==> config.mk <==
export PLATFORM = sky130hd
export DESIGN_NAME = siow_watchdog
export DESIGN_NICKNAME = d
export VERILOG_FILES = /design/src/siow_pkg.sv /design/src/siow_tick_if.sv /design/src/siow_prescaler.sv /design/src/siow_watchdog.sv
export SDC_FILE = /design/constraint.sdc
export NUM_CORES = 1
export LEC_CHECK = 0
export BUFFER_PORTS_ARGS = -buffer_cell sky130_fd_sc_hd__buf_4
export CAP_MARGIN = 20
export CORE_UTILIZATION = 45
export DETAILED_ROUTE_END_ITERATION = 16
export GPL_ROUTABILITY_DRIVEN = 0
export PLACE_DENSITY = 0.7
export SLEW_MARGIN = 40
export SYNTH_ARGS = -nofsm -noshare
export SYNTH_HDL_FRONTEND = slang
export SYNTH_SLANG_ARGS = --single-unit
export TNS_END_PERCENT = 20
==> constraint.sdc <==
create_clock -name core_clk_i -period 2.7 [get_ports core_clk_i]
set_input_delay 0.135 -clock core_clk_i [delete_from_list [all_inputs] [get_ports core_clk_i]]
set_output_delay 0.135 -clock core_clk_i [all_outputs]
set_load 0.01 [all_outputs]
==> src/siow_pkg.sv <==
// package for the super i/o watchdog: port addresses, register indices,
// field positions, reset values and timing counts.
// assumes a 25 MHz core clock.
package siow_pkg;
   // i/o port decode
   localparam logic [7:0] ADDR_PORT      = 8'h2e;
   localparam logic [7:0] DATA_PORT      = 8'h2f;
   // address-port key values
   localparam logic [7:0] KEY_UNLOCK     = 8'h87;
   localparam logic [7:0] KEY_LOCK       = 8'haa;
   // register indices
   localparam logic [7:0] IDX_UNIT_SEL   = 8'h07;
   localparam logic [7:0] IDX_FUNC_EN    = 8'h30;
   localparam logic [7:0] IDX_UNIT_CFG   = 8'hf5;
   localparam logic [7:0] IDX_COUNT      = 8'hf6;
   localparam logic [7:0] IDX_CTRL       = 8'hf7;
   // selector value for the watchdog register set
   localparam logic [7:0] SEL_WATCHDOG   = 8'h08;
   // field positions
   localparam int         FEN_BIT        = 0;
   localparam int         CFG_MINUTES    = 3;
   localparam int         CFG_FAST       = 4;
   localparam int         CTRL_STATUS    = 4;
   localparam int         CTRL_FORCE     = 5;
   localparam int         CTRL_KBD_EN    = 6;
   localparam int         CTRL_MS_EN     = 7;
   // reset values
   localparam logic [7:0] RST_UNIT_SEL   = 8'h00;
   localparam logic [7:0] RST_FUNC_EN    = 8'h00;
   localparam logic [7:0] RST_UNIT_CFG   = 8'h00;
   localparam logic [7:0] RST_COUNT      = 8'h00;
   localparam logic [7:0] RST_CTRL       = 8'h00;
   // timing: clock rate and tick lengths
   localparam longint     CLK_HZ         = 25_000_000;
   localparam longint     MS_PER_S       = 1000;
   localparam longint     S_PER_MIN      = 60;
   localparam longint     CYC_PER_MS     = CLK_HZ / MS_PER_S;
   localparam longint     CYC_PER_S      = CLK_HZ;
   localparam longint     FAST_PER_MIN   = 1000;
   localparam longint     CYC_PER_FMIN   = CLK_HZ * S_PER_MIN / FAST_PER_MIN;
   localparam longint     CYC_PER_MIN    = CLK_HZ * S_PER_MIN;
   // unit select encoding {fast, minutes}
   typedef enum logic [1:0] {
      SIOW_U_SEC  = 2'b00,
      SIOW_U_MIN  = 2'b01,
      SIOW_U_FSEC = 2'b10,
      SIOW_U_FMIN = 2'b11
   } siow_unit_t;
endpackage : siow_pkg

==> src/siow_tick_if.sv <==
// interface between the watchdog core and its tick prescaler.
// assumes both ends share one clock.
`timescale 1ns/10ps
interface siow_tick_if;
   logic                      restart;
   logic                      run;
   siow_pkg::siow_unit_t      unit;
   logic                      tick;
   modport core (output restart, output run, output unit, input tick);
   modport presc (input restart, input run, input unit, output tick);
endinterface : siow_tick_if

==> src/siow_prescaler.sv <==
// tick prescaler: one pulse per selected counting unit.
// assumes a synchronous clock enable and a core-side restart pulse.
`timescale 1ns/10ps
module siow_prescaler #(
   parameter longint CYC_MS   = siow_pkg::CYC_PER_MS,
   parameter longint CYC_S    = siow_pkg::CYC_PER_S,
   parameter longint CYC_FMIN = siow_pkg::CYC_PER_FMIN,
   parameter longint CYC_MIN  = siow_pkg::CYC_PER_MIN
) (
   // clock and reset
   input  wire logic core_clk_i,
   input  wire logic rst_n_i,
   input  wire logic clk_en_i,
   // core link
   siow_tick_if.presc tk
);
   initial begin
      if (CYC_MS < 1 || CYC_S < 1 || CYC_FMIN < 1 || CYC_MIN < 1 ||
          CYC_MIN > 64'h0000_0000_ffff_ffff)
         $error("siow_prescaler: tick lengths out of range");
   end

   logic [31:0] cnt_q;
   logic [31:0] limit;

   // end count of the selected unit
   always_comb begin
      unique case (tk.unit)
         siow_pkg::SIOW_U_SEC:  limit = 32'(CYC_S - 1);
         siow_pkg::SIOW_U_MIN:  limit = 32'(CYC_MIN - 1);
         siow_pkg::SIOW_U_FSEC: limit = 32'(CYC_MS - 1);
         siow_pkg::SIOW_U_FMIN: limit = 32'(CYC_FMIN - 1);
      endcase
   end

   // cycle counter, restarted by a reload so a full unit follows it
   always_ff @(posedge core_clk_i or negedge rst_n_i) begin
      if (!rst_n_i) begin
         cnt_q <= 32'h0000_0000;
      end else if (clk_en_i) begin
         if (tk.restart || !tk.run || cnt_q >= limit) begin
            cnt_q <= 32'h0000_0000;
         end else begin
            cnt_q <= cnt_q + 32'h0000_0001;
         end
      end
   end

   assign tk.tick = clk_en_i && tk.run && !tk.restart && (cnt_q >= limit);
endmodule : siow_prescaler

==> src/siow_watchdog.sv <==
// super i/o watchdog timer behind an index/data i/o port pair.
// assumes synchronous host i/o strobes, one per access, and synchronous
// keyboard/mouse activity pulses.
`timescale 1ns/10ps
module siow_watchdog #(
   parameter longint CYC_MS   = siow_pkg::CYC_PER_MS,
   parameter longint CYC_S    = siow_pkg::CYC_PER_S,
   parameter longint CYC_FMIN = siow_pkg::CYC_PER_FMIN,
   parameter longint CYC_MIN  = siow_pkg::CYC_PER_MIN
) (
   // clock, reset, enable
   input  wire logic       core_clk_i,
   input  wire logic       rst_n_i,
   input  wire logic       clk_en_i,
   // host i/o port
   input  wire logic [7:0] io_addr_i,
   input  wire logic       io_wr_i,
   input  wire logic       io_rd_i,
   input  wire logic [7:0] io_wdata_i,
   output      logic [7:0] io_rdata_o,
   output      logic       io_rvalid_o,
   // activity sources
   input  wire logic       kbd_activity_i,
   input  wire logic       mouse_activity_i,
   // timeout signal
   output      logic       wdt_timeout_o
);
   typedef enum logic [1:0] {
      SIOW_LOCKED = 2'b00,
      SIOW_KEY1   = 2'b01,
      SIOW_OPEN   = 2'b11
   } siow_lock_t;

   siow_lock_t  lock_q;
   logic [7:0]  index_q;
   logic [7:0]  unit_sel_q;
   logic [7:0]  func_en_q;
   logic [7:0]  unit_cfg_q;
   logic [7:0]  count_q;
   logic [7:0]  remain_q;
   logic        kbd_en_q;
   logic        ms_en_q;
   logic        status_q;
   logic        timeout_q;
   logic [7:0]  rdata_q;
   logic        rvalid_q;

   logic        open;
   logic        addr_wr;
   logic        data_wr;
   logic        data_rd;
   logic        wd_sel;
   logic        running;
   logic        refresh;
   logic        load;
   logic        expire;
   logic        force_to;
   logic        status_clr;
   logic [7:0]  ctrl_rd;

   siow_tick_if tk ();

   // decode of the two ports
   assign open    = (lock_q == SIOW_OPEN);
   assign addr_wr = io_wr_i && (io_addr_i == siow_pkg::ADDR_PORT);
   assign data_wr = io_wr_i && (io_addr_i == siow_pkg::DATA_PORT) && open;
   assign data_rd = io_rd_i && (io_addr_i == siow_pkg::DATA_PORT) && open;
   assign wd_sel  = (unit_sel_q == siow_pkg::SEL_WATCHDOG);

   function automatic logic wd_hit(input logic [7:0] idx, input logic [7:0] want,
                                   input logic sel);
      wd_hit = sel && (idx == want);
   endfunction : wd_hit

   // key sequence: two 87s back to back open, aa closes
   always_ff @(posedge core_clk_i or negedge rst_n_i) begin
      if (!rst_n_i) begin
         lock_q <= SIOW_LOCKED;
      end else if (clk_en_i && addr_wr) begin
         unique case (lock_q)
            SIOW_LOCKED: begin
               lock_q <= (io_wdata_i == siow_pkg::KEY_UNLOCK) ? SIOW_KEY1 : SIOW_LOCKED;
            end
            SIOW_KEY1: begin
               lock_q <= (io_wdata_i == siow_pkg::KEY_UNLOCK) ? SIOW_OPEN : SIOW_LOCKED;
            end
            SIOW_OPEN: begin
               if (io_wdata_i == siow_pkg::KEY_LOCK) begin
                  lock_q <= SIOW_LOCKED;
               end
            end
            default: lock_q <= SIOW_LOCKED;
         endcase
      end
   end

   // index latch, only while open
   always_ff @(posedge core_clk_i or negedge rst_n_i) begin
      if (!rst_n_i) begin
         index_q <= 8'h00;
      end else if (clk_en_i && addr_wr && open && io_wdata_i != siow_pkg::KEY_LOCK) begin
         index_q <= io_wdata_i;
      end
   end

   // unit select is global; others only when the watchdog set is chosen
   always_ff @(posedge core_clk_i or negedge rst_n_i) begin
      if (!rst_n_i) begin
         unit_sel_q <= siow_pkg::RST_UNIT_SEL;
         func_en_q  <= siow_pkg::RST_FUNC_EN;
         unit_cfg_q <= siow_pkg::RST_UNIT_CFG;
         kbd_en_q   <= siow_pkg::RST_CTRL[siow_pkg::CTRL_KBD_EN];
         ms_en_q    <= siow_pkg::RST_CTRL[siow_pkg::CTRL_MS_EN];
      end else if (clk_en_i && data_wr) begin
         if (index_q == siow_pkg::IDX_UNIT_SEL) begin
            unit_sel_q <= io_wdata_i;
         end
         if (wd_hit(index_q, siow_pkg::IDX_FUNC_EN, wd_sel)) begin
            func_en_q <= io_wdata_i;
         end
         if (wd_hit(index_q, siow_pkg::IDX_UNIT_CFG, wd_sel)) begin
            unit_cfg_q <= io_wdata_i;
         end
         if (wd_hit(index_q, siow_pkg::IDX_CTRL, wd_sel)) begin
            kbd_en_q <= io_wdata_i[siow_pkg::CTRL_KBD_EN];
            ms_en_q  <= io_wdata_i[siow_pkg::CTRL_MS_EN];
         end
      end
   end

   // count register write and derived strobes
   assign load       = clk_en_i && data_wr && wd_hit(index_q, siow_pkg::IDX_COUNT, wd_sel);
   assign force_to   = clk_en_i && data_wr && wd_hit(index_q, siow_pkg::IDX_CTRL, wd_sel) &&
                       io_wdata_i[siow_pkg::CTRL_FORCE];
   assign status_clr = clk_en_i && data_wr && wd_hit(index_q, siow_pkg::IDX_CTRL, wd_sel) &&
                       !io_wdata_i[siow_pkg::CTRL_STATUS];

   always_ff @(posedge core_clk_i or negedge rst_n_i) begin
      if (!rst_n_i) begin
         count_q <= siow_pkg::RST_COUNT;
      end else if (load) begin
         count_q <= io_wdata_i;
      end
   end

   // activity refresh, gated by the enable bits
   assign refresh = (kbd_en_q && kbd_activity_i) ||
                    (ms_en_q && mouse_activity_i);
   assign running = func_en_q[siow_pkg::FEN_BIT] && (remain_q != 8'h00);
   assign expire  = running && tk.tick && (remain_q == 8'h01) && !refresh && !load;

   // prescaler control
   assign tk.run     = running;
   assign tk.restart = load || (running && refresh);
   assign tk.unit    = siow_pkg::siow_unit_t'({unit_cfg_q[siow_pkg::CFG_FAST],
                                               unit_cfg_q[siow_pkg::CFG_MINUTES]});

   siow_prescaler #(
      .CYC_MS   (CYC_MS),
      .CYC_S    (CYC_S),
      .CYC_FMIN (CYC_FMIN),
      .CYC_MIN  (CYC_MIN)
   ) u_presc (
      .core_clk_i (core_clk_i),
      .rst_n_i    (rst_n_i),
      .clk_en_i   (clk_en_i),
      .tk         (tk)
   );

   // remaining units: reload on write or activity, step down per tick
   always_ff @(posedge core_clk_i or negedge rst_n_i) begin
      if (!rst_n_i) begin
         remain_q <= 8'h00;
      end else if (clk_en_i) begin
         if (load) begin
            remain_q <= io_wdata_i;
         end else if (running && refresh) begin
            remain_q <= count_q;
         end else if (running && tk.tick) begin
            remain_q <= remain_q - 8'h01;
         end
      end
   end

   // sticky status: set wins over a software clear
   always_ff @(posedge core_clk_i or negedge rst_n_i) begin
      if (!rst_n_i) begin
         status_q <= siow_pkg::RST_CTRL[siow_pkg::CTRL_STATUS];
      end else if (clk_en_i) begin
         if (expire || force_to) begin
            status_q <= 1'b1;
         end else if (status_clr) begin
            status_q <= 1'b0;
         end
      end
   end

   // timeout output: one-cycle pulse per expiry or forced timeout
   always_ff @(posedge core_clk_i or negedge rst_n_i) begin
      if (!rst_n_i) begin
         timeout_q <= 1'b0;
      end else if (clk_en_i) begin
         timeout_q <= expire || force_to;
      end
   end
   assign wdt_timeout_o = timeout_q;

   // control readback: force bit is never stored, so reads as zero
   assign ctrl_rd = {ms_en_q, kbd_en_q, 1'b0, status_q, 4'h0};

   // read data: index port or selected register, unmapped reads ff
   always_ff @(posedge core_clk_i or negedge rst_n_i) begin
      if (!rst_n_i) begin
         rdata_q  <= 8'h00;
         rvalid_q <= 1'b0;
      end else if (clk_en_i) begin
         rvalid_q <= data_rd || (io_rd_i && io_addr_i == siow_pkg::ADDR_PORT && open);
         if (io_rd_i && io_addr_i == siow_pkg::ADDR_PORT && open) begin
            rdata_q <= index_q;
         end else if (data_rd) begin
            if (index_q == siow_pkg::IDX_UNIT_SEL) begin
               rdata_q <= unit_sel_q;
            end else if (wd_hit(index_q, siow_pkg::IDX_FUNC_EN, wd_sel)) begin
               rdata_q <= func_en_q;
            end else if (wd_hit(index_q, siow_pkg::IDX_UNIT_CFG, wd_sel)) begin
               rdata_q <= unit_cfg_q;
            end else if (wd_hit(index_q, siow_pkg::IDX_COUNT, wd_sel)) begin
               rdata_q <= remain_q;
            end else if (wd_hit(index_q, siow_pkg::IDX_CTRL, wd_sel)) begin
               rdata_q <= ctrl_rd;
            end else begin
               rdata_q <= 8'hff;
            end
         end
      end
   end
   assign io_rdata_o  = rdata_q;
   assign io_rvalid_o = rvalid_q;
endmodule : siow_watchdog

# Word-level counts from Yosys, hierarchy flattened
# Cells that the tools add are included.
[totals]
reg_bits = 95
latchBits = 0
ram_bits = 0
romBits = 0
in_bits = 23
out_inout_bits = 10
wordCells = 108
n_memories = 0
[classes]
n_addsub = 2
n_mul = 0
n_div = 0
n_lt_le_gt_ge = 1
eq_ne = 18
shift = 0
n_mux = 18
n_bitwise = 0
n_reduce_logical = 55
[ops]
columns = ["cell", "count"]
rows = [
  ["32-bit one-hot mux with 4 select lines", 1],
  ["8-bit 2-to-1 mux", 10],
  ["8-bit == test (second input constant)", 5],
  ["32-bit by 1-bit adder with 32-bit output (second input constant)", 1],
  ["32-bit >= comparator", 1],
  ["32-bit 2-to-1 mux", 1],
  ["1-bit logical AND", 30],
  ["8-bit by 6-bit == test with 1-bit output (second input constant)", 3],
  ["2-bit AND reduction", 8],
  ["8-bit by 1-bit == test with 1-bit output (second input constant)", 1],
  ["8-bit by 3-bit == test with 1-bit output (second input constant)", 1],
  ["8-bit by 4-bit == test with 1-bit output (second input constant)", 1],
  ["8-bit inequality test (second input constant)", 1],
  ["8-bit nonzero test", 1],
  ["8-bit by 1-bit subtractor with 8-bit output (second input constant)", 1],
  ["2-bit == test (second input constant)", 3],
  ["1-bit logical OR", 6],
  ["2-bit one-hot mux with 3 select lines", 1],
  ["1-bit zero test", 5],
  ["2-bit by 1-bit == test with 1-bit output (second input constant)", 2],
  ["2-bit zero test", 2],
  ["2-bit 2-to-1 mux", 2],
  ["2-bit nonzero test", 2],
  ["1-bit 2-to-1 mux", 3],
  ["2 further kinds", 2],
]

# Longest topological paths before layout
# Gate-level depths: netlist of the first run.
[logic_depth]
ltp_word = 16
depth_mapped = 12
depth_no_buf = 11

# Hierarchy
# A second synthesis of the first run with hierarchy kept.
[hier_totals]
cells_unflattened = 569
hier_area_um2 = 5621.6
[by_module_without_submodules]
columns = ["module", "instances", "cells_each", "area_each_um2"]
rows = [
  ["siow_watchdog", 1, 330, 3409.5],
  ["siow_prescaler", 1, 239, 2212.1],
]

# Worst setup path before layout of the first run
# OpenSTA, ideal clock, no wires.
[synth_path]
kind = "reg-to-reg"
start = "register unit_cfg_q[4]"
end = "register remain_q[1]"
setup_ns = 0.126
arrival_ns = 2.751
t_required_ns = 2.574
path_slack_ns = -0.177
stages_incl_launch_ff = 11
n_path_buf = 0
synth_period_minus_slack_ns = 2.877
cell_sequence = "dfrtp_1 -> ha_1 -> inv_1 -> ha_1 -> a21oi_2 -> nand2_1 -> a311o_1 -> a2111oi_4 -> o211ai_4 -> o211a_4 -> a221o_1"
[synth_between]
elab_chain_cells = 7
word_cells_on_any_way = 10
[synth_rtl]
columns = ["element", "line", "source"]
rows = [
  ["start: declaration", "siow_watchdog.sv:38", "logic [7:0] unit_cfg_q;"],
  ["start signal: assignment", "siow_watchdog.sv:111", "unit_cfg_q <= siow_pkg::RST_UNIT_CFG;"],
  ["start signal: assignment", "siow_watchdog.sv:122", "unit_cfg_q <= io_wdata_i;"],
  ["2-bit == test (tied with other cells)", "siow_prescaler.sv:28", "unique case (tk.unit)"],
  ["32-bit one-hot mux with 4 select lines (*)", "siow_prescaler.sv:28", ""],
  ["32-bit >= comparator (*)", "siow_prescaler.sv:49", "assign tk.tick = clk_en_i && tk.run && !tk.restart && (cnt_q >= limit);"],
  ["1-bit logical AND (*)", "siow_prescaler.sv:49", ""],
  ["1-bit logical AND (*)", "siow_watchdog.sv:179", "end else if (running && tk.tick) begin"],
  ["3-bit nonzero test (no line) (*)", "--", ""],
  ["2-bit AND reduction (no line) (*)", "--", ""],
  ["end signal: assignment", "siow_watchdog.sv:176", "remain_q <= io_wdata_i;"],
  ["end signal: assignment", "siow_watchdog.sv:178", "remain_q <= count_q;"],
  ["end signal: assignment", "siow_watchdog.sv:180", "remain_q <= remain_q - 8'h01;"],
  ["end: declaration", "siow_watchdog.sv:40", "logic [7:0] remain_q;"],
]
# Every way passes the cells marked *; elsewhere a longest branch is shown, timed or not. The select of a mux whose other input is x is not followed.
# A chain may end at the register's enable or synchronous reset.

# Worst setup path in the final report of the first run
# Ends and elaborated chain as after synthesis.

==> impl_metrics.toml, run 1 <==
[status]
status = "complete, but fails checks"
violations = "setup timing"

[clock_network]
path_clk_slew_ns = 0.06
cts_sinks = 95
cts.path.max_buffers = 2
cts_tree = "done"
clockRootBuffer = "clkbuf_16"
cts_buffers = 9
clk_latency_ns = 0.35
cts_max_level = 3

[synthesis]
yosys_warnings = 0
syn_nets = 627
ys_top_cells_by_area = "dfrtp_1 (42%), ha_1 (6.4%), mux2_2 (6.2%)"
synthTopCellsByCount = "dfrtp_1 (95), nor2_1 (72), nand2_1 (64)"
synth_edf_count = 0
ys_types = 64
syn_area_um2 = 5660
synthFlopType = "dfrtp_1"
synth.avg_cell_area_um2 = 9.84
synth-seq-cells = 95
yosysMostFrequentCell = "dfrtp_1"
yosysTopAreaCell = "dfrtp_1"
netlist.area_leader.share_pct = 42.0
synthArstFlopShare_pct = 100
yosysSeqAreaShare_pct = 42.0
netlist_instances = 575

[setup_path]
path_cells = "inv_4 -> buf_4 -> ha_4 -> ha_4 -> nand4_1 -> nor4_2 -> a2bb2oi_2 -> a31o_1 -> o211ai_4 -> o221ai_4 -> buf_12 -> a221o_1"
path_delay_family = "compound AO/OA/AOI/OAI gates"
setup.worst_path.class = "register to register"
cp-end-kind = "register"
critPathBufInv = 3
max_stage_delay_ns = 0.43
worst_ep_required_time_ns = 2.94
critPathMaxFanout = 8
arrival_ns = 2.96
worst_setup_path_start_kind = "register"
cp_slowest_cell = "dfrtp_2"
cpMostUsedCell = "ha_4"

[finish]
drive_gt1_share_pct = 25.0
nets = 680
fillerInstances = 1039
utilization_pct = 56.2
fin_area_um2 = 6810
antenna_cells = 0
syn_to_final_growth_pct = 20.4

[power]
seq_power_share_pct = 46.5
p_int_mw = 2.45
comb_power_share_pct = 3.3
power_leakage_nw = 3.23
peakVddDrop_mv = 0.390
netSwitchingPower_uw = 615
pwr_density_cell_nw_per_um2 = 450
swShare_pct = 20.1
total_power_mw = 3.06
power.share.clock_pct = 50.2

[sta]
worstMarginPinSlew_ns = 0.704
tns_ns = -0.0202
slew_violations = 0
setup_ws_ns = -0.0202
min_period_ns = 2.72
hold_viol = 0
fmax_ghz = 0.368
slew_headroom_pct = 52.8
finalSetupViolCount = 1
finalClockSkew_ns = 0.00713
fin_crit_sh_pct = 101
rsz0062_at_grt = "true"

[drt]
wl_per_cell_um = 17.3
wl_um = 13800
viasPerCell = 5.67
firstDrtPassIters = 4
drc = 0
postRouteAntennaNets = 0
via_count = 4539
drt_iter0_drc = 296

[global_routing]
grt_usage_pct = 22.8
grt_max_degree = 54
grt_pass1_wl_um = 22900
grt_pass1_vias = 4613
antenna_found_initial = 0
grt_overflow = 0

[floorplanning]
die_y_um = 114
coreArea_um2 = 12100
die_area_um2 = 13000
start_util_pct = 46.7
die_w_um = 114
num_rows = 40
io_pins = 33

[hold_path]
min_path_type = "input pin to register"

[job]
maxCapViolCount = 0

[place]
dp_hpwl_um = 9890
portBuffers = 32
dpl_cell_area_um2 = 6250
## power groups by stage
stage | Clock [mW] | Sequential (mW) | Combinational (mW)
5_1_grt | 1.62 | 1.42 | 0.113
2_1_floorplan | 0 | 1.45 | 0.0310
3_3_place_gp | 0 | 1.45 | 0.100
6_report | 1.54 | 1.42 | 0.102
4_1_cts | 1.57 | 1.42 | 0.104
3_5_place_dp | 0 | 1.45 | 0.102
## cell families after synthesis
| logic type | Yosys count | share of synthesized area, % |
|---|---|---|
| compound gates | 91 | 12.9 |
| xor+xnor | 38 | 5.88 |
| simple gates | 241 | 21.9 |
| fa+ha+maj | 29 | 6.42 |
| buf+inv | 43 | 3.47 |
| flops | 95 | 42.0 |
| mux | 38 | 7.41 |
## metrics by stage
step,hold WS (ns),setup WS (ns),instances
2_1_floorplan,-0.161,0.0135,575
6_report,0.0733,-0.0202,800
3_5_place_dp,0.229,-0.0682,780
3_3_place_gp,0.220,-0.00246,780
4_1_cts,0.0586,-0.0693,798
5_1_grt,0.0798,-0.134,800
## layout by cell type, fill, tap and decap left out, drive strengths merged, types with 4 or more instances in the layout
| master | n |
|---|---|
| buf | 64 |
| a221oi | 6 |
| clkbuf | 9 |
| and3 | 16 |
| mux2 | 31 |
| nand3 | 20 |
| a21oi | 20 |
| nand4 | 16 |
| o21ai | 20 |
| dfrtp | 95 |
| mux2i | 7 |
| nor4 | 8 |
| a2bb2oi | 4 |
| nor4b | 4 |
| xor2 | 26 |
| bufinv | 4 |
| o22ai | 5 |
| a211oi | 9 |
| nand2 | 64 |
| nor2 | 72 |
| or4 | 4 |
| nand2b | 7 |
| nor3 | 8 |
| ha | 29 |
| inv | 20 |
| xnor2 | 12 |
## final timing paths
kind	from	to	slack [ns]	cells past startpoint
setup / recovery	unit_cfg_q[4]	remain_q[1]	-0.02	12
hold / removal	io_wdata_i[2]	count_q[2]	0.07	3
setup reg to reg	unit_cfg_q[4]	remain_q[1]	-0.02	12
hold reg to reg	count_q[4]	count_q[4]	0.47	2
max in group asynchronous	rst_n_i	func_en_q[7]	1.55	3
min in group asynchronous	rst_n_i	io_rdata_o[5]	0.37	2
## layer usage
layer,up-vias,share of wire [%],wire [µm],GRT usage [%]
li1,2164,-,-,-
met1,2258,44,6040,29.0
met2,95,50,6900,37.9
met4,0,1.9,259,8.66
met3,22,4.4,613,5.03
met5,-,0,0,0
## registers in the layout, summed over array words and instances (netlist names), 2 cells and up
register and flops:
func_en_q 8, remain_q 8, count_q 8, lock_q 2, io_rdata_o 8, unit_cfg_q 8
index_q 8, u_presc.cnt_q 32, unit_sel_q 8
## worst min-delay path: cells and delay by family
family                 cells  cell delay [ns]
and+or+nand+nor            2             0.10
buffers and inverters      1             0.15
## timing repair
item,4_1_cts,5_1_grt
hold endpoints to repair,51,0
resized for setup,7,17
endpoints found under the setup margin,28,41
pin swaps,13,13
hold buffers,1,0
buffers inserted,2,2
## layout make-up
cell class              instances  area, µm²  area share, %
clock inverters                 6        134           1.97
clock buffers                   9        225           3.31
well taps                     168        210           3.09
inverters                      20       82.6           1.21
multi-input cells             437       3260           47.8
flip-flops and latches         95       2380           35.0
repair buffers                 65        519           7.63
(Power assumes the default switching activity.)
==> run 2: changes to the inputs <==
SYNTH_HIERARCHICAL = 1   (was default)
==> run 2 against run 1 <==
The flow still finishes with violations (setup timing). Worst setup slack lost 0.24 ns. Area after synthesis shrank 0.60%. Wire length grew 0.63%. Highest routed layer unchanged. Core utilization grew 0.53 points. Critical path type unchanged.
==> impl_metrics.toml, run 2 <==
[status]
status = "complete, but fails checks"
violations = "setup timing"

[power]
power.share.clock_pct = 45.1
peakVddDrop_mv = 0.433
pwr_density_cell_nw_per_um2 = 409
netSwitchingPower_uw = 694
seq_power_share_pct = 50.7
power_leakage_nw = 3.18
total_power_mw = 2.81
swShare_pct = 24.7
comb_power_share_pct = 4.2
p_int_mw = 2.12

[clock_network]
cts.path.max_buffers = 2
cts_buffers = 9
cts_sinks = 95
path_clk_slew_ns = 0.08
clk_latency_ns = 0.36
clockRootBuffer = "clkbuf_16"
cts_tree = "done"
cts_max_level = 3

[floorplanning]
start_util_pct = 46.4
die_y_um = 114
num_rows = 40
die_area_um2 = 12900
io_pins = 33
die_w_um = 114
coreArea_um2 = 12100

[sta]
rsz0062_at_grt = "true"
finalClockSkew_ns = 0.0111
min_period_ns = 2.96
fmax_ghz = 0.337
setup_ws_ns = -0.263
finalSetupViolCount = 37
slew_headroom_pct = 61.5
hold_viol = 0
fin_crit_sh_pct = 110
worstMarginPinSlew_ns = 0.570
slew_violations = 0

[synthesis]
synthTopCellsByCount = "dfrtp_1 (95), nor2_1 (71), nand2_1 (59)"
synthFlopType = "dfrtp_1"
synth_top_family_by_area = "simple AND/OR/NAND/NOR gates"
synth_xor_area_share_pct = 4.99
yosysMostFrequentCell = "dfrtp_1"
netlist.area_leader.share_pct = 42.3
netlist_instances = 569
yosysTopAreaCell = "dfrtp_1"
synth.avg_cell_area_um2 = 9.88
synthArstFlopShare_pct = 100
muxShareOfSynthArea_pct = 8.44
ys_types = 70
synth_fa_ha_area_share_pct = 7.12
ys_top_cells_by_area = "dfrtp_1 (42%), ha_1 (7.1%), mux2_2 (7.0%)"
synth_edf_count = 0
syn_area_um2 = 5620
syn_nets = 624
synth-seq-cells = 95
yosysSeqAreaShare_pct = 42.3
synth_simple_gate_area_share_pct = 22.2
yosys_warnings = 6
synth-compound-area-share_pct = 11.8

[finish]
fin_cells = 819
top_register = "u_presc/cnt_q"
final_cell_mix = "dfrtp_1 (94), buf_4 (80), nor2_1 (60)"
final_common_cell = "dfrtp_1"
drive_gt1_share_pct = 29.2
antenna_cells = 0
nets = 701
utilization_pct = 56.7
largest_reg_flops = 32
fin_area_um2 = 6870
syn_to_final_growth_pct = 22.2

[drt]
wl_per_cell_um = 17.0
via_count = 4663
viasPerCell = 5.69
wl_um = 13900
drt_iter0_drc = 222
drc = 0
postRouteAntennaNets = 0
firstDrtPassIters = 5

[setup_path]
cp-end-kind = "register"
path_cells = "inv_2 -> ha_4 -> inv_4 -> ha_4 -> or4_4 -> o211ai_2 -> nand4_2 -> o41ai_4 -> nor2_4 -> o21a_1 -> o21ai_4 -> a221o_1"
setup.worst_path.class = "register to register"
arrival_ns = 3.26
max_stage_delay_ns = 0.54
worst_setup_path_start_kind = "register"
worst_ep_required_time_ns = 2.99
critPathMaxFanout = 8
cpMostUsedCell = "ha_4"
cp_slowest_cell = "or4_4"

[job]
maxCapViolCount = 0

[place]
dpl_cell_area_um2 = 6420
pre_cts_ws_ns = -0.356
dp_hpwl_um = 10100
portBuffers = 32
dp.cells = 799

[global_routing]
grt_overflow = 0
grt_max_degree = 63
grt_pass1_vias = 4692
antenna_found_initial = 0
grt_pass1_wl_um = 23100
grt_usage_pct = 23.1

[hold_path]
min_path_type = "input pin to register"
## run 2: changes by cell type after synthesis, moves of 4 or more
cell	previous run	this run
xor2_1	26	18
a221oi_2	5	0
mux2_2	31	35
clkbuf_1	14	8
a221o_1	1	8
nor3_1	7	13
o211ai_1	0	4
o221ai_1	0	8
a211oi_1	9	2
nand2b_1	7	3
and3_1	16	4
o22ai_1	5	1
nand2_1	64	59
## run 2: final cells by class
cell class	instances	area, µm²
timing repair buffer	84	653
clock buffer	9	225
multi-input combinational	435	3240
sequential	95	2380
fill	1064	5240
clock inverter	7	77.6
tap	168	210
inverter	21	83.8
## run 2: repair_timing
item / CTS / global route
endpoints found under the setup margin: 39 / 39
resized for setup: 14 / 11
pin swaps: 10 / 10
hold buffers: 1 / 0
buffers inserted: 2 / 1
endpoints found under the hold margin: 60 / 0
## run 2: critical path, delay by kind of cell, from the launching register on
kind	cells	cell delay [ns]
AOI/OAI and AO/OA	5	1.27
and+or+nand+nor	3	0.77
DFF	1	0.39
adders and majority gates	2	0.32
buffers and inverters	2	0.16
## run 2: path summary, 6_finish.rpt
path                               startpoint                end  slack (ns)  cells past startpoint
worst max-delay path            unit_cfg_q[4]        remain_q[1]       -0.26                     12
worst min-delay path            io_wdata_i[1]         count_q[1]        0.07                      3
worst max register to register  unit_cfg_q[4]        remain_q[1]       -0.26                     12
worst min register to register     count_q[7]         count_q[7]        0.48                      2
max in group asynchronous             rst_n_i         index_q[1]        1.68                      3
min in group asynchronous             rst_n_i  u_presc/cnt_q[22]        0.33                      2
## run 2: power by group through the flow
stage	logic (mW)	registers (mW)	clock network [mW]
2_1_floorplan	0.0256	1.45	0
3_3_place_gp	0.111	1.45	0
3_5_place_dp	0.114	1.45	0
4_1_cts	0.116	1.43	1.30
5_1_grt	0.129	1.43	1.35
6_report	0.117	1.43	1.27
## run 2: kinds of logic (layout without fill, tap and decap cells)
| family | Yosys count | after routing |
|---|---|---|
| xor+xnor | 32 | 32 |
| fa+ha+maj | 32 | 32 |
| buf+inv | 39 | 121 |
| mux | 43 | 43 |
| compound gates | 91 | 91 |
| simple gates | 237 | 237 |
| flops | 95 | 95 |
## run 2: metal layers
metal  vias up  GRT usage (%)  routed length [µm]
li1       2230              -                   -
met5         -              0                   0
met3        19           5.58                 643
met1      2303           27.6                5860
met4         0           7.36                 225
met2       111           40.9                7180
## run 2: through the flow
step | hold slack (ns) | setup TNS (ns)
after global placement | 0.255 | -2.08
after CTS | 0.0512 | -2.15
after global routing | 0.0531 | -7.39
after floorplan | -0.161 | -0.731
final | 0.0677 | -2.76
after detailed placement | 0.273 | -2.97
==> run 3: changes to the inputs <==
CORE_MARGIN = 2   (was default)
REMOVE_ABC_BUFFERS = 1   (was default)
==> run 3 against run 2 <==
The flow still finishes with violations (setup timing). Sequential power about the same. Fmax rose by 0.25%. Clock skew grew 0.00068 ns. Critical path depth rose by 1. Cell count down 0.49%. First-iteration DRC count grew 45%. Wire length grew 5.9%. Combinational power fell by 4%. Worst hold slack improved by 0.011 ns. Design area rose by 0.31%. Highest routed layer unchanged.
==> impl_metrics.toml, run 3 (synthesis results as in run 2) <==
[drt]
firstDrtPassIters = 5
wl_per_cell_um = 18.1
route.met3.wl_um = 687
highest_layer = "met4"
wl_met1_um = 6100
postRouteAntennaNets = 0
drt_iter0_drc = 322
drc = 0
wl_um = 14700
via_count = 4746
wl_met2_um = 7490
viasPerCell = 5.82

[power]
pwr_density_cell_nw_per_um2 = 413
peakVddDrop_mv = 0.299
power_leakage_nw = 3.17
total_power_mw = 2.85

[sta]
slew_headroom_pct = 49.1
worstMarginPinSlew_ns = 0.759
fmax_ghz = 0.338
fin_crit_sh_pct = 109
min_period_ns = 2.96
rsz0062_at_grt = "true"
setup_ws_ns = -0.256
finalClockSkew_ns = 0.0118
finalSetupViolCount = 39
hold_viol = 0
slew_violations = 0

[finish]
nets = 697
largest_reg_flops = 32
top_register = "u_presc/cnt_q"
syn_to_final_growth_pct = 22.6
final_cell_mix = "dfrtp_1 (95), buf_4 (73), nor2_1 (69)"
antenna_cells = 0
drive_gt1_share_pct = 28.1
final_common_cell = "dfrtp_1"
utilization_pct = 56.9
fin_area_um2 = 6890

[place]
portBuffers = 32
dpl_cell_area_um2 = 6320
dp_hpwl_um = 10500
pre_cts_ws_ns = -0.424

[setup_path]
worstRegToRegCells = 13
worst_setup_path_start_kind = "register"
worst_ep_required_time_ns = 2.93
setup.worst_path.class = "register to register"
critPathMaxFanout = 7
max_stage_delay_ns = 0.42
arrival_ns = 3.19
path_cells = "buf_6 -> ha_4 -> nor2_4 -> ha_1 -> nand4_1 -> nor3_2 -> a32o_2 -> o41ai_4 -> nor2_2 -> o21ai_1 -> buf_4 -> a2111oi_0 -> a221o_1"
cp-end-kind = "register"
cp_slowest_cell = "dfrtp_1"

[floorplanning]
die_w_um = 116
coreArea_um2 = 12100
io_pins = 33
start_util_pct = 46.4
die_area_um2 = 13400
die_y_um = 116
num_rows = 40

[job]
maxCapViolCount = 0

[hold_path]
min_path_cells = 3
min_path_type = "input pin to register"

[global_routing]
grt_overflow = 0
antenna_found_initial = 0
grt_pass1_vias = 4928
grt_max_degree = 59
grt_pass1_wl_um = 24600
grt_usage_pct = 23.3

[clock_network]
cts_tree = "done"
cts_sinks = 95
clk_latency_ns = 0.35
cts.path.max_buffers = 2
cts_max_level = 3
path_clk_slew_ns = 0.07
clockRootBuffer = "clkbuf_16"
cts_buffers = 9

[status]
status = "complete, but fails checks"
violations = "setup timing"
[run 3: changes by cell type in the layout (fill, tap and decap cells not counted), moves of 4 or more]
cell    previous run  this run
buf_4             80        73
ha_4               5         9
nor2_2             9         1
ha_1              25        20
nor2_1            60        69
[run 3: power by group]
part / switching [mW] / leakage (nW) / total, mW / internal [mW]
clock network: 0.624 / 0.153 / 1.31 / 0.686
logic: 0.0739 / 1.70 / 0.112 / 0.0384
registers: 0.00191 / 1.32 / 1.43 / 1.42
total: 0.700 / 3.17 / 2.85 / 2.15
[run 3: what timing repair did]
action,in CTS,in global routing
hold buffers,1,0
pin swaps,16,14
endpoints found under the setup margin,40,42
buffers inserted,3,0
hold endpoints to repair,57,0
resized for setup,27,12
[run 3: layout make-up]
type	count	area, µm²
tap	168	210
multi-input combinational	435	3270
sequential	95	2380
inverter	21	78.8
timing repair buffer	80	643
clock inverter	6	72.6
fill	1076	5220
clock buffer	10	239
[run 3: final timing paths]
| check | startpoint | endpoint | slack [ns] |
|---|---|---|---|
| worst max-delay path | unit_cfg_q[3] | remain_q[1] | -0.26 |
| worst min-delay path | io_wdata_i[1] | count_q[1] | 0.08 |
| worst max register to register | unit_cfg_q[3] | remain_q[1] | -0.26 |
| worst min register to register | count_q[5] | count_q[5] | 0.47 |
| max in group asynchronous | rst_n_i | unit_cfg_q[2] | 1.77 |
| min in group asynchronous | rst_n_i | u_presc/cnt_q[8] | 0.33 |
[run 3: through the flow]
step | cells | hold slack, ns | TNS [ns]
finish | 815 | 0.0789 | -4.66
global route | 815 | 0.0689 | -10.21
CTS | 815 | 0.0649 | -3.00
detailed placement | 795 | 0.262 | -7.08
global placement | 795 | 0.252 | -2.02
floorplan | 551 | -0.161 | -5.22
[run 3: worst max-delay path, delay by kind of cell, from the launching register on]
family,cells,cell delay [ns]
DFF,1,0.42
adders and majority gates,2,0.47
and+or+nand+nor,4,0.51
buffers and inverters,2,0.30
AOI/OAI and AO/OA,5,1.14
[run 3: metal layers]
| layer | track usage, % | up-vias |
|---|---|---|
| li1 | - | 2218 |
| met1 | 29.2 | 2352 |
| met2 | 39.9 | 140 |
| met3 | 4.34 | 36 |
| met4 | 9.21 | 0 |
| met5 | 0 | - |
